$ cat src/design/adcw_pkg.sv
// Package with register map, field layout and types of the result and low threshold block
package adcw_pkg;

  // ****************************************************************
  // Register indices (byte address is four times the index)
  // ****************************************************************
  localparam int unsigned ADCW_IDX_W       = 6;
  localparam logic [5:0]  ADCW_IDX_TEMP    = 6'h0d;
  localparam logic [5:0]  ADCW_IDX_RES_LO  = 6'h10;
  localparam logic [5:0]  ADCW_IDX_RES_HI  = 6'h11;
  localparam logic [5:0]  ADCW_IDX_WLT_LO  = 6'h12;
  localparam logic [5:0]  ADCW_IDX_WLT_HI  = 6'h13;
  localparam logic [5:0]  ADCW_IDX_CTRL    = 6'h20;
  localparam logic [5:0]  ADCW_IDX_FLAGS   = 6'h21;
  localparam logic [5:0]  ADCW_IDX_MASK    = 6'h22;
  localparam int unsigned ADCW_ADDR_LSB    = 2;

  // ****************************************************************
  // Field layout and reset values
  // ****************************************************************
  localparam int unsigned ADCW_CTRL_ACC_LSB  = 0;
  localparam int unsigned ADCW_CTRL_MODE_LSB = 3;
  localparam logic [2:0]  ADCW_ACC_LOG2_MAX  = 3'h6;
  localparam logic [7:0]  ADCW_BYTE_RST      = 8'h00;
  localparam logic [15:0] ADCW_WORD_RST      = 16'h0000;
  localparam logic [9:0]  ADCW_CODE_MAX      = 10'h3ff;
  localparam logic [9:0]  ADCW_CODE_MIN      = 10'h000;
  localparam logic [15:0] ADCW_ACC_MAX       = 16'hffc0;
  localparam logic [6:0]  ADCW_CNT_ONE       = 7'h01;
  localparam logic [6:0]  ADCW_CNT_RST       = 7'h00;

  // Window mode encodings
  localparam logic [1:0]  ADCW_MODE_OFF   = 2'h0;
  localparam logic [1:0]  ADCW_MODE_BELOW = 2'h1;
  localparam logic [1:0]  ADCW_MODE_ABOVE = 2'h2;

  // ****************************************************************
  // Types
  // ****************************************************************
  typedef struct packed {
    logic window_match_flag;
    logic result_ready_flag;
  } adcw_flags_s;

  typedef struct packed {
    logic [1:0] window_mode_select;
    logic [2:0] acc_log2;
  } adcw_ctrl_s;

  typedef enum logic [1:0] {
    ADCW_ST_IDLE = 2'b01,
    ADCW_ST_ACC  = 2'b10
  } adcw_state_e;

endpackage : adcw_pkg

$ cat src/design/adcw_top.sv
// Result register, low threshold comparator, flags and APB slave of the converter
`timescale 1ns/10ps
`default_nettype none

module adcw_top
  import adcw_pkg::*;
#(
  parameter int unsigned CODE_IN_W = 12
) (
  // Clock and reset
  input  wire logic                 pclk,
  input  wire logic                 presetn,
  // APB slave
  input  wire logic                 psel,
  input  wire logic                 penable,
  input  wire logic                 pwrite,
  input  wire logic [7:0]           paddr,
  input  wire logic [31:0]          pwdata,
  input  wire logic [3:0]           pstrb,
  output logic      [31:0]          prdata,
  output logic                      pready,
  output logic                      pslverr,
  // Conversion input, raw signed code before clamping
  input  wire logic                 conv_valid,
  input  wire logic signed [CODE_IN_W-1:0] conv_code,
  // Interrupt
  output logic                      irq
);

  // ****************************************************************
  // Decoding helpers
  // ****************************************************************
  function automatic logic idx_is(input logic [7:0] a, input logic [5:0] idx);
    idx_is = (a[ADCW_ADDR_LSB +: ADCW_IDX_W] == idx);
  endfunction : idx_is

  // ****************************************************************
  // Registers
  // ****************************************************************
  logic [31:0]  prdata_ff;
  logic         pready_ff;
  logic         pslverr_ff;
  logic         irq_ff;
  logic [7:0]   temp_ff;
  logic [15:0]  result_ff;
  logic [15:0]  wlt_ff;
  adcw_ctrl_s   ctrl_ff;
  adcw_flags_s  flags_ff;
  adcw_flags_s  mask_ff;
  logic [15:0]  acc_ff;
  logic [6:0]   cnt_ff;
  adcw_state_e  state_ff;

  // ****************************************************************
  // APB decode
  // ****************************************************************
  wire logic setup_ph  = psel & ~penable;
  wire logic done_ph   = psel & penable & pready_ff;
  wire logic wr_done   = done_ph & pwrite & pstrb[0];
  wire logic rd_done   = done_ph & ~pwrite;
  wire logic a_temp    = idx_is(paddr, ADCW_IDX_TEMP);
  wire logic a_res_lo  = idx_is(paddr, ADCW_IDX_RES_LO);
  wire logic a_res_hi  = idx_is(paddr, ADCW_IDX_RES_HI);
  wire logic a_wlt_lo  = idx_is(paddr, ADCW_IDX_WLT_LO);
  wire logic a_wlt_hi  = idx_is(paddr, ADCW_IDX_WLT_HI);
  wire logic a_ctrl    = idx_is(paddr, ADCW_IDX_CTRL);
  wire logic a_flags   = idx_is(paddr, ADCW_IDX_FLAGS);
  wire logic a_mask    = idx_is(paddr, ADCW_IDX_MASK);
  wire logic a_mapped  = a_temp | a_res_lo | a_res_hi | a_wlt_lo | a_wlt_hi | a_ctrl | a_flags | a_mask;
  wire logic res_read  = rd_done & (a_res_lo | a_res_hi);

  // Read data selection; high bytes of pairs return the shared temporary byte
  wire logic [7:0] rd_byte =
      a_temp   ? temp_ff :
      a_res_lo ? result_ff[7:0] :
      a_res_hi ? temp_ff :
      a_wlt_lo ? wlt_ff[7:0] :
      a_wlt_hi ? temp_ff :
      a_ctrl   ? {3'h0, ctrl_ff} :
      a_flags  ? {6'h00, flags_ff} :
      a_mask   ? {6'h00, mask_ff} : ADCW_BYTE_RST;

  // ****************************************************************
  // Conversion clamp and accumulation
  // ****************************************************************
  localparam logic signed [CODE_IN_W-1:0] CODE_MAX_S = CODE_IN_W'(signed'({1'b0, ADCW_CODE_MAX}));
  wire logic code_hi = (conv_code > CODE_MAX_S);
  wire logic code_lo = conv_code[CODE_IN_W-1];
  // Saturate to the 10-bit unsigned range
  wire logic [9:0] sat_code = code_hi ? ADCW_CODE_MAX :
                              code_lo ? ADCW_CODE_MIN : conv_code[9:0];
  wire logic [2:0] acc_log2 = (ctrl_ff.acc_log2 > ADCW_ACC_LOG2_MAX) ? ADCW_ACC_LOG2_MAX : ctrl_ff.acc_log2;
  wire logic [6:0] acc_target = 7'(ADCW_CNT_ONE << acc_log2);
  wire logic       first_smp = (state_ff == ADCW_ST_IDLE);
  // Unsigned sum; clamped codes keep it at or under the maximum total
  wire logic [15:0] acc_sum = (first_smp ? ADCW_WORD_RST : acc_ff) + {6'h00, sat_code};
  wire logic [6:0]  cnt_inc = cnt_ff + ADCW_CNT_ONE;
  wire logic        acc_end = conv_valid & (cnt_inc == acc_target);

  // Compare only the finished sum
  wire logic win_below = (acc_sum < wlt_ff);
  wire logic win_above = (acc_sum > wlt_ff);
  wire logic win_hit   = ((ctrl_ff.window_mode_select == ADCW_MODE_BELOW) & win_below) |
                         ((ctrl_ff.window_mode_select == ADCW_MODE_ABOVE) & win_above);
  wire logic set_match = acc_end & win_hit;
  wire logic set_ready = acc_end;

  // ****************************************************************
  // Next-state values
  // ****************************************************************
  wire adcw_flags_s wr1_clr = (wr_done & a_flags) ? adcw_flags_s'(pwdata[1:0]) : adcw_flags_s'(2'b00);
  wire adcw_flags_s nxt_flags;
  // Set beats clear; write zero leaves a bit alone
  assign nxt_flags.window_match_flag = set_match |
      (flags_ff.window_match_flag & ~wr1_clr.window_match_flag & ~res_read);
  assign nxt_flags.result_ready_flag = set_ready |
      (flags_ff.result_ready_flag & ~wr1_clr.result_ready_flag & ~res_read);
  wire adcw_flags_s nxt_mask = (wr_done & a_mask) ? adcw_flags_s'(pwdata[1:0]) : mask_ff;
  wire logic        nxt_irq  = |(nxt_flags & nxt_mask);

  // Temporary byte: loaded by direct write, threshold low-byte writes, and low-byte reads of pairs
  wire logic [7:0] nxt_temp =
      (wr_done & (a_temp | a_wlt_lo)) ? pwdata[7:0] :
      (rd_done & a_res_lo)            ? result_ff[15:8] :
      (rd_done & a_wlt_lo)            ? wlt_ff[15:8] : temp_ff;
  // High byte write commits the whole threshold at once
  wire logic [15:0] nxt_wlt = (wr_done & a_wlt_hi) ? {pwdata[7:0], temp_ff} : wlt_ff;
  wire adcw_ctrl_s  nxt_ctrl = (wr_done & a_ctrl) ? adcw_ctrl_s'(pwdata[4:0]) : ctrl_ff;
  wire logic [15:0] nxt_result = acc_end ? acc_sum : result_ff;
  wire logic [15:0] nxt_acc    = conv_valid ? acc_sum : acc_ff;
  wire logic [6:0]  nxt_cnt    = acc_end ? ADCW_CNT_RST : (conv_valid ? cnt_inc : cnt_ff);
  adcw_state_e      nxt_state_w;

  // Accumulation state
  always_comb begin
    case (state_ff)
      ADCW_ST_IDLE: nxt_state_w = (conv_valid & ~acc_end) ? ADCW_ST_ACC : ADCW_ST_IDLE;
      ADCW_ST_ACC:  nxt_state_w = acc_end ? ADCW_ST_IDLE : ADCW_ST_ACC;
      default:      nxt_state_w = ADCW_ST_IDLE;
    endcase
  end

  // ****************************************************************
  // APB answer registers
  // ****************************************************************
  always_ff @(posedge pclk or negedge presetn) begin
    if (!presetn) begin
      pready_ff  <= 1'b0;
      pslverr_ff <= 1'b0;
      prdata_ff  <= 32'h0000_0000;
    end else begin
      pready_ff  <= setup_ph;
      pslverr_ff <= setup_ph & ~a_mapped;
      prdata_ff  <= (setup_ph & ~pwrite) ? {24'h00_0000, rd_byte} : prdata_ff;
    end
  end

  // Register file and flags
  always_ff @(posedge pclk or negedge presetn) begin
    if (!presetn) begin
      temp_ff  <= ADCW_BYTE_RST;
      wlt_ff   <= ADCW_WORD_RST;
      ctrl_ff  <= adcw_ctrl_s'(5'h00);
      flags_ff <= adcw_flags_s'(2'b00);
      mask_ff  <= adcw_flags_s'(2'b00);
      irq_ff   <= 1'b0;
    end else begin
      temp_ff  <= nxt_temp;
      wlt_ff   <= nxt_wlt;
      ctrl_ff  <= nxt_ctrl;
      flags_ff <= nxt_flags;
      mask_ff  <= nxt_mask;
      irq_ff   <= nxt_irq;
    end
  end

  // Accumulator and result
  always_ff @(posedge pclk or negedge presetn) begin
    if (!presetn) begin
      result_ff <= ADCW_WORD_RST;
      acc_ff    <= ADCW_WORD_RST;
      cnt_ff    <= ADCW_CNT_RST;
      state_ff  <= ADCW_ST_IDLE;
    end else begin
      result_ff <= nxt_result;
      acc_ff    <= nxt_acc;
      cnt_ff    <= nxt_cnt;
      state_ff  <= nxt_state_w;
    end
  end

  assign prdata  = prdata_ff;
  assign pready  = pready_ff;
  assign pslverr = pslverr_ff;
  assign irq     = irq_ff;

  // ****************************************************************
  // Further checks on clamp, pairing, flags and bus answers
  // ****************************************************************
  // Raw code classes, worked out apart from the clamp logic
  wire logic       chk_code_neg  = conv_code[CODE_IN_W-1];
  wire logic       chk_code_over = ~conv_code[CODE_IN_W-1] & (|conv_code[CODE_IN_W-2:$bits(ADCW_CODE_MAX)]);
  wire logic [9:0] chk_code_raw  = conv_code[$bits(ADCW_CODE_MAX)-1:0];
endmodule : adcw_top

`default_nettype wire

$ cat config.mk
export PLATFORM = sky130hd
export DESIGN_NAME = adcw_top
export DESIGN_NICKNAME = d
export VERILOG_FILES = /design/src/design/adcw_pkg.sv /design/src/design/adcw_top.sv
export SDC_FILE = /design/constraint.sdc
export NUM_CORES = 1
export LEC_CHECK = 0
export BUFFER_PORTS_ARGS = -buffer_cell sky130_fd_sc_hd__buf_2
export CAP_MARGIN = 20
export CORE_UTILIZATION = 45
export CTS_BUF_LIST = sky130_fd_sc_hd__clkbuf_4
export DETAILED_ROUTE_END_ITERATION = 16
export PLACE_DENSITY = 0.69
export SLEW_MARGIN = 20
export SYNTH_ARGS = -nofsm -noshare
export SYNTH_HDL_FRONTEND = slang
export SYNTH_SLANG_ARGS = --single-unit
$ cat constraint.sdc
create_clock -name pclk -period 4.4 [get_ports pclk]
set_clock_uncertainty 0.1 [all_clocks]
set_input_delay 0.88 -clock pclk [delete_from_list [all_inputs] [get_ports pclk]]
set_output_delay 0.88 -clock pclk [all_outputs]
set_load 0.05 [all_outputs]
# [After elaboration in Yosys (flattened, before gate mapping)]
# Cells that the tools add are included.
[word_totals] regBits=85 word_cells=106 output_inout_bits=35 in_bits=62
[op_classes] n_addsub=2 n_bitwise=45 n_lt_le_gt_ge=4 muxes=22 n_eq_ne=13 reduce_logical=3 shift=1
[op_table] op="$mux 8" count=8
[op_table] op="$and 1x1->1" count=25
[op_table] op="$eq 6x5->1 const B" count=4
[op_table] op="$mux 10" count=2
[op_table] op="$eq 6x6->1 const B" count=3
[op_table] op="$add 16x10->16" count=1
[op_table] op="$gt 16x16->1" count=1
[op_table] op="$lt 16x16->1" count=1
[op_table] op="$mux 16" count=1
[op_table] op="$mux 7" count=2
[op_table] op="$gt 12x11->1 const B" count=1
[op_table] op="$mux 2" count=6
[op_table] op="$or 1x1->1" count=12
[op_table] op="$add 7x1->7 const B" count=1
[op_table] op="$eq 7x7->1" count=1
[op_table] op="$not 1->1" count=7
[op_table] op="$shl 1x3->7 const A" count=1
[op_table] op="$eq 6x4->1 const B" count=1
[op_table] op="$mux 5" count=1
[op_table] op="$eq 2x1->1 const B" count=2
[op_table] op="$eq 2x2->1 const B" count=2
[op_table] op="$pmux 2 s2" count=1
[op_table] op="$gt 3x3->1 const B" count=1
[op_table] op="$mux 3" count=1
[op_table] op="4 further kinds" count=4

# [Longest topological paths before layout]
[logic_depth] depth_word=12 depth_mapped=20 mapped_depth_nobuf=18

# [Least setup slack after synthesis]
# Ideal clock, no wire load.
[synth_path] path_kind="register to register" start="register state_ff[0]" end="register flags_ff[1] in the netlist's numbering" t_arrival_ns=4.138 required_time_ns=4.217 stages_incl_launch_ff=20 path_slack_ns=0.079 period_less_slack_ns=4.321 path_buffers=2 setup_time_ns=0.083 cell_sequence="dfstp_2 > ha_1 > clkbuf_1 > clkbuf_1 > nor2b_1 > ha_1 > fa_1 > a21oi_1 > o211ai_1 > a32oi_1 > nand3b_1 > xnor2_1 > nor2_1 > ha_1 > nand2_1 > o21a_1 > o21ai_0 > a21oi_1 > mux2_2 > o21ai_0"
[synth_lines] item="start, declared" line_no="adcw_top.sv:52" rtl="adcw_state_e state_ff;"
[synth_lines] item="start signal, assigned" line_no="adcw_top.sv:188" rtl="state_ff <= nxt_state_w;"
[synth_lines] item="end signal, assigned" line_no="adcw_top.sv:164" rtl="flags_ff <= adcw_flags_s'(2'b00);"
[synth_lines] item="end signal, assigned" line_no="adcw_top.sv:171" rtl="flags_ff <= nxt_flags;"
[synth_lines] item="end, declared" line_no="adcw_top.sv:48" rtl="adcw_flags_s flags_ff;"

# [Worst setup path in the final report]
[layout_path] start="register state_ff[0]" end="register irq_ff (netlist: irq)"
[layout_via] elab_chain_cells=10 word_cells_on_any_way=12 cone_classes="1 x add/sub; 2 x order compare; 1 x eq/ne; 1 x mux; 6 x bitwise; 1 x reduce/logical"
[layout_rtl] item="$eq 2x1->1 *" line_no="adcw_top.sv:94" rtl="wire logic first_smp = (state_ff == ADCW_ST_IDLE);"
[layout_rtl] item="$mux 16 *" line_no="adcw_top.sv:96" rtl="wire logic [15:0] acc_sum = (first_smp ? ADCW_WORD_RST : acc_ff) + {6'h00, sat_code};"
[layout_rtl] item="$add 16x10->16 *" line_no="adcw_top.sv:96"
[layout_rtl] item="via acc_sum[10]" line_no="adcw_top.sv:96"
[layout_rtl] item="$lt 16x16->1 / $gt 16x16->1 (equally long branches)" line_no="adcw_top.sv:101, adcw_top.sv:102"
[layout_rtl] item="$and 1x1->1 (on tied branches)" line_no="adcw_top.sv:103, adcw_top.sv:104"
[layout_rtl] item="$or 1x1->1 *" line_no="adcw_top.sv:103" rtl="wire logic win_hit = ((ctrl_ff.window_mode_select == ADCW_MODE_BELOW) & win_below) |"
[layout_rtl] item="$and 1x1->1 *" line_no="adcw_top.sv:105" rtl="wire logic set_match = acc_end & win_hit;"
[layout_rtl] item="$or 1x1->1 *" line_no="adcw_top.sv:114" rtl="assign nxt_flags.window_match_flag = set_match |"
[layout_rtl] item="$and 2x2->2 *" line_no="adcw_top.sv:119" rtl="wire logic nxt_irq = |(nxt_flags & nxt_mask);"
[layout_rtl] item="$reduce_or 2->1 *" line_no="adcw_top.sv:119"
[layout_rtl] item="via nxt_irq" line_no="adcw_top.sv:119"
[layout_rtl] item="end signal, assigned" line_no="adcw_top.sv:173" rtl="irq_ff <= nxt_irq;"
[layout_rtl] item="end, declared" line_no="adcw_top.sv:43" rtl="logic irq_ff;"
# The timed path passes the listed nets; every way through them passes the cells marked *.
# A chain may end at the register's enable or synchronous reset.

==> flow_metrics.env <==
export IMPL_status="finished, final reports clean"
export IMPL_antenna_found_initial=1
export IMPL_globalplace_congestion=0.822
export IMPL_regArea_um2=2130
export IMPL_crit_buf_inv=1
export IMPL_grt_max_degree=66
export IMPL_die_h_um=113
export IMPL_cts_max_path_buffers=2
export IMPL_rr_endpoint="irq"
export IMPL_min_period_over_period_pct=95.4
export IMPL_dr_first_iter_drc_count=284
export IMPL_ys_flop_type="dfrtp_1"
export IMPL_peakVddDrop_mv=0.242
export IMPL_timing_fmax_mhz=238
export IMPL_endpoint="irq"
export IMPL_avgSynthCellArea_um2=9.99
export IMPL_ys_warn_count=0
export IMPL_rows=40
export IMPL_worst_slack_ns=0.204
export IMPL_endpoint_kind="flop"
export IMPL_rr_startpoint="state_ff[0]"
export IMPL_synth_cell_type_count=65
export IMPL_hold_class="input pin to async pin"
export IMPL_critPathSlowestCell="dfstp_2"
export IMPL_syn_cell_area_um2=5510
export IMPL_wl_per_cell_um=16.5
export IMPL_p_per_area_nw_per_um2=553
export IMPL_portBuffers=43
export IMPL_seq_area_frac_synth_pct=38.6
export IMPL_ys_async_sr_fraction_pct=100
export IMPL_clock_sinks=85
export IMPL_worst_ep_arrival_time_ns=4.42
export IMPL_wirelength_um=12500
export IMPL_die_width_um=113
export IMPL_worstSkewPairLatency_ns=0.45
export IMPL_dpl_hpwl_um=9180
export IMPL_slew_headroom_pct=37.2
export IMPL_drc_errors=0
export IMPL_rsz0062_at_grt="no"
export IMPL_worstSetupStartpoint="state_ff[0]"
export IMPL_final_util_pct=50.5
export IMPL_final_cell_area_um2=6040
export IMPL_path_clk_slew_ns=0.14
export IMPL_grt_pass1_wl_um=20600
export IMPL_setup_violations=0
export IMPL_nNetsFinal=696
export IMPL_cp_depth=16
export IMPL_slowest_delay_ns=0.56
export IMPL_first_global_vias=4226
export IMPL_dp_cells=739
export IMPL_post_cts_setup_buffer_count=0
export IMPL_reg2reg_setup_slack_ns=0.20
export IMPL_dr_pass1_iters=4
export IMPL_grt_usage_pct=20.7
export IMPL_path_class="flop to flop"
export IMPL_timing_final_hold_violations=0
export IMPL_drt_antenna_violating_nets=0
export IMPL_cp_top_family="compound AO/OA/AOI/OAI gates"
export IMPL_post_dp_cell_area_um2=5870
export IMPL_leakagePower_nw=2.78
export IMPL_nFillCells=1093
export IMPL_cts_buffers=9
export IMPL_cts_htree_levels=3
export IMPL_required_ns=4.63
export IMPL_drv_slew=0
export IMPL_vias=4262
export IMPL_vias_per_cell=5.64
export IMPL_crit_chain="ha_2 -> nor2b_1 -> ha_1 -> fa_1 -> a21oi_1 -> o21ai_0 -> a311o_1 -> nand4_1 -> o211ai_1 -> ha_1 -> nand4_1 -> a211oi_1 -> a21oi_2 -> buf_4 -> mux2i_1 -> a32oi_1"
export IMPL_multiInputGateArea_um2=3110
export IMPL_worst_pin_slew_ns=0.939
export IMPL_synth_edf_count=0
export IMPL_layoutNonFillerInstCount=756
export IMPL_final_min_clock_period_ns=4.20
export IMPL_overflow=0
export IMPL_cts_tree="yes"
export IMPL_holdBufCountCts=0
export IMPL_startpoint_type="flop"
export IMPL_die_area_um2=12700
export IMPL_holdWs_ns=0.411
export IMPL_io_pins=97
export IMPL_syn_to_final_growth_pct=9.65
export IMPL_drive_gt1_share_pct=23.7
export IMPL_ff2ff_path_depth=16
export IMPL_cp_max_fo=4
export IMPL_synth_cells=552
export IMPL_drv_cap=0
export IMPL_coreArea_um2=12000
export IMPL_cts_root_buffer="clkbuf_4"
export IMPL_ys_ff_latch=85
export IMPL_place_ws_ns=-0.0949
export IMPL_start_util_pct=46.1
## kinds of logic after synthesis
logic type / count (synthesis) / share of synthesized area, %
AOI/OAI and AO/OA: 109 / 14.3
muxes: 68 / 14.0
other: 1 / 0.0680
adders and majority gates: 31 / 7.17
buffers and inverters: 74 / 6.85
DFF: 85 / 38.6
xor gates and xnor gates: 21 / 3.59
and+or+nand+nor: 163 / 15.5
## area by class of cell
type / instances / area share, %
antenna: 1 / 0.0414
clock buffer: 9 / 1.12
clock inverter: 7 / 1.49
inverter: 30 / 1.86
multi-input combinational: 416 / 51.4
sequential: 85 / 35.2
tap: 147 / 3.04
timing repair buffer: 61 / 5.84
## cells in the mapped netlist, drive strengths merged, types with 6 or more instances
library cell  instances  area share, %
buf                  29            3.8
a21o                  6           0.82
nor2                 70            4.8
nor2b                18            2.0
mux2                 53             11
o21ai                 8           0.73
mux2i                15            2.7
a22oi                 7           0.95
a221o                 9            1.6
o211ai                7           0.95
nand2                20            1.5
dfrtp                84             38
a21oi                34            3.1
nand3                 7           0.95
clkbuf               15            1.0
nand4                12            1.4
xor2                  7            1.1
xnor2                13            2.1
inv                  30            2.0
ha                   30            6.8
nor3                  7           0.64
## cell usage in the layout (no fill, tap or decap), types with 8 or more instances in the layout
master	synthesis	layout
dfrtp_1	84	84
a21oi_1	34	33
nand2_1	19	19
xnor2_1	13	13
nor2b_1	18	18
buf_4	24	19
nor2_1	69	69
inv_1	30	30
conb_1	1	24
a221o_1	9	9
nand4_1	12	12
ha_1	30	29
mux2_2	47	47
buf_2	2	42
clkbuf_4	0	9
mux2i_1	15	15
o21ai_0	8	8
## worst min path at each step
stage / from / endpoint / slack [ns] / cells past startpoint
detailed placement: acc_ff[5] / acc_ff[5] / 0.39 / 1
finish: presetn / acc_ff[14] / 0.41 / 1
CTS: acc_ff[5] / acc_ff[5] / 0.42 / 1
global route: acc_ff[9] / acc_ff[9] / 0.44 / 1
global placement: acc_ff[8] / acc_ff[8] / 0.38 / 1
floorplan: result_ff[14] / result_ff[14] / 0.37 / 2
## metal layers
layer / vias to the layer above / GRT usage [%] / part of all wire (%)
li1: 2049 / - / -
met1: 2079 / 28.6 / 48
met2: 115 / 33.0 / 46
met3: 19 / 2.59 / 3.9
met4: 0 / 8.80 / 2.1
met5: - / 0 / 0
## what timing repair did
action	in CTS	in global routing
setup endpoints to repair	0	2
endpoints found under the hold margin	0	0
gates resized for setup	0	3
## sequential cells by signal, summed over array words and instances, names as in the netlist
signal / count
acc_ff: 16
result_ff: 16
wlt_ff: 16
prdata: 8
temp_ff: 8
cnt_ff: 7
ctrl_ff: 5
flags_ff: 2
mask_ff: 2
state_ff: 2
irq: 1
pready: 1
pslverr: 1
## stage by stage
step	total power, mW	TNS [ns]
floorplan	2.32	0
global placement	2.75	-0.0701
detailed placement	2.81	-0.107
CTS	3.32	0
global route	3.57	0
finish	3.34	0
## power by group
part / total (mW) / leakage, nW / internal (mW) / switching [mW]
Combinational: 1.73 / 1.59 / 0.790 / 0.937
Clock: 0.511 / 0.0833 / 0.228 / 0.284
Sequential: 1.11 / 1.11 / 0.967 / 0.138
Total: 3.34 / 2.78 / 1.98 / 1.36
No activity file was read; power rests on OpenSTA's default activity.
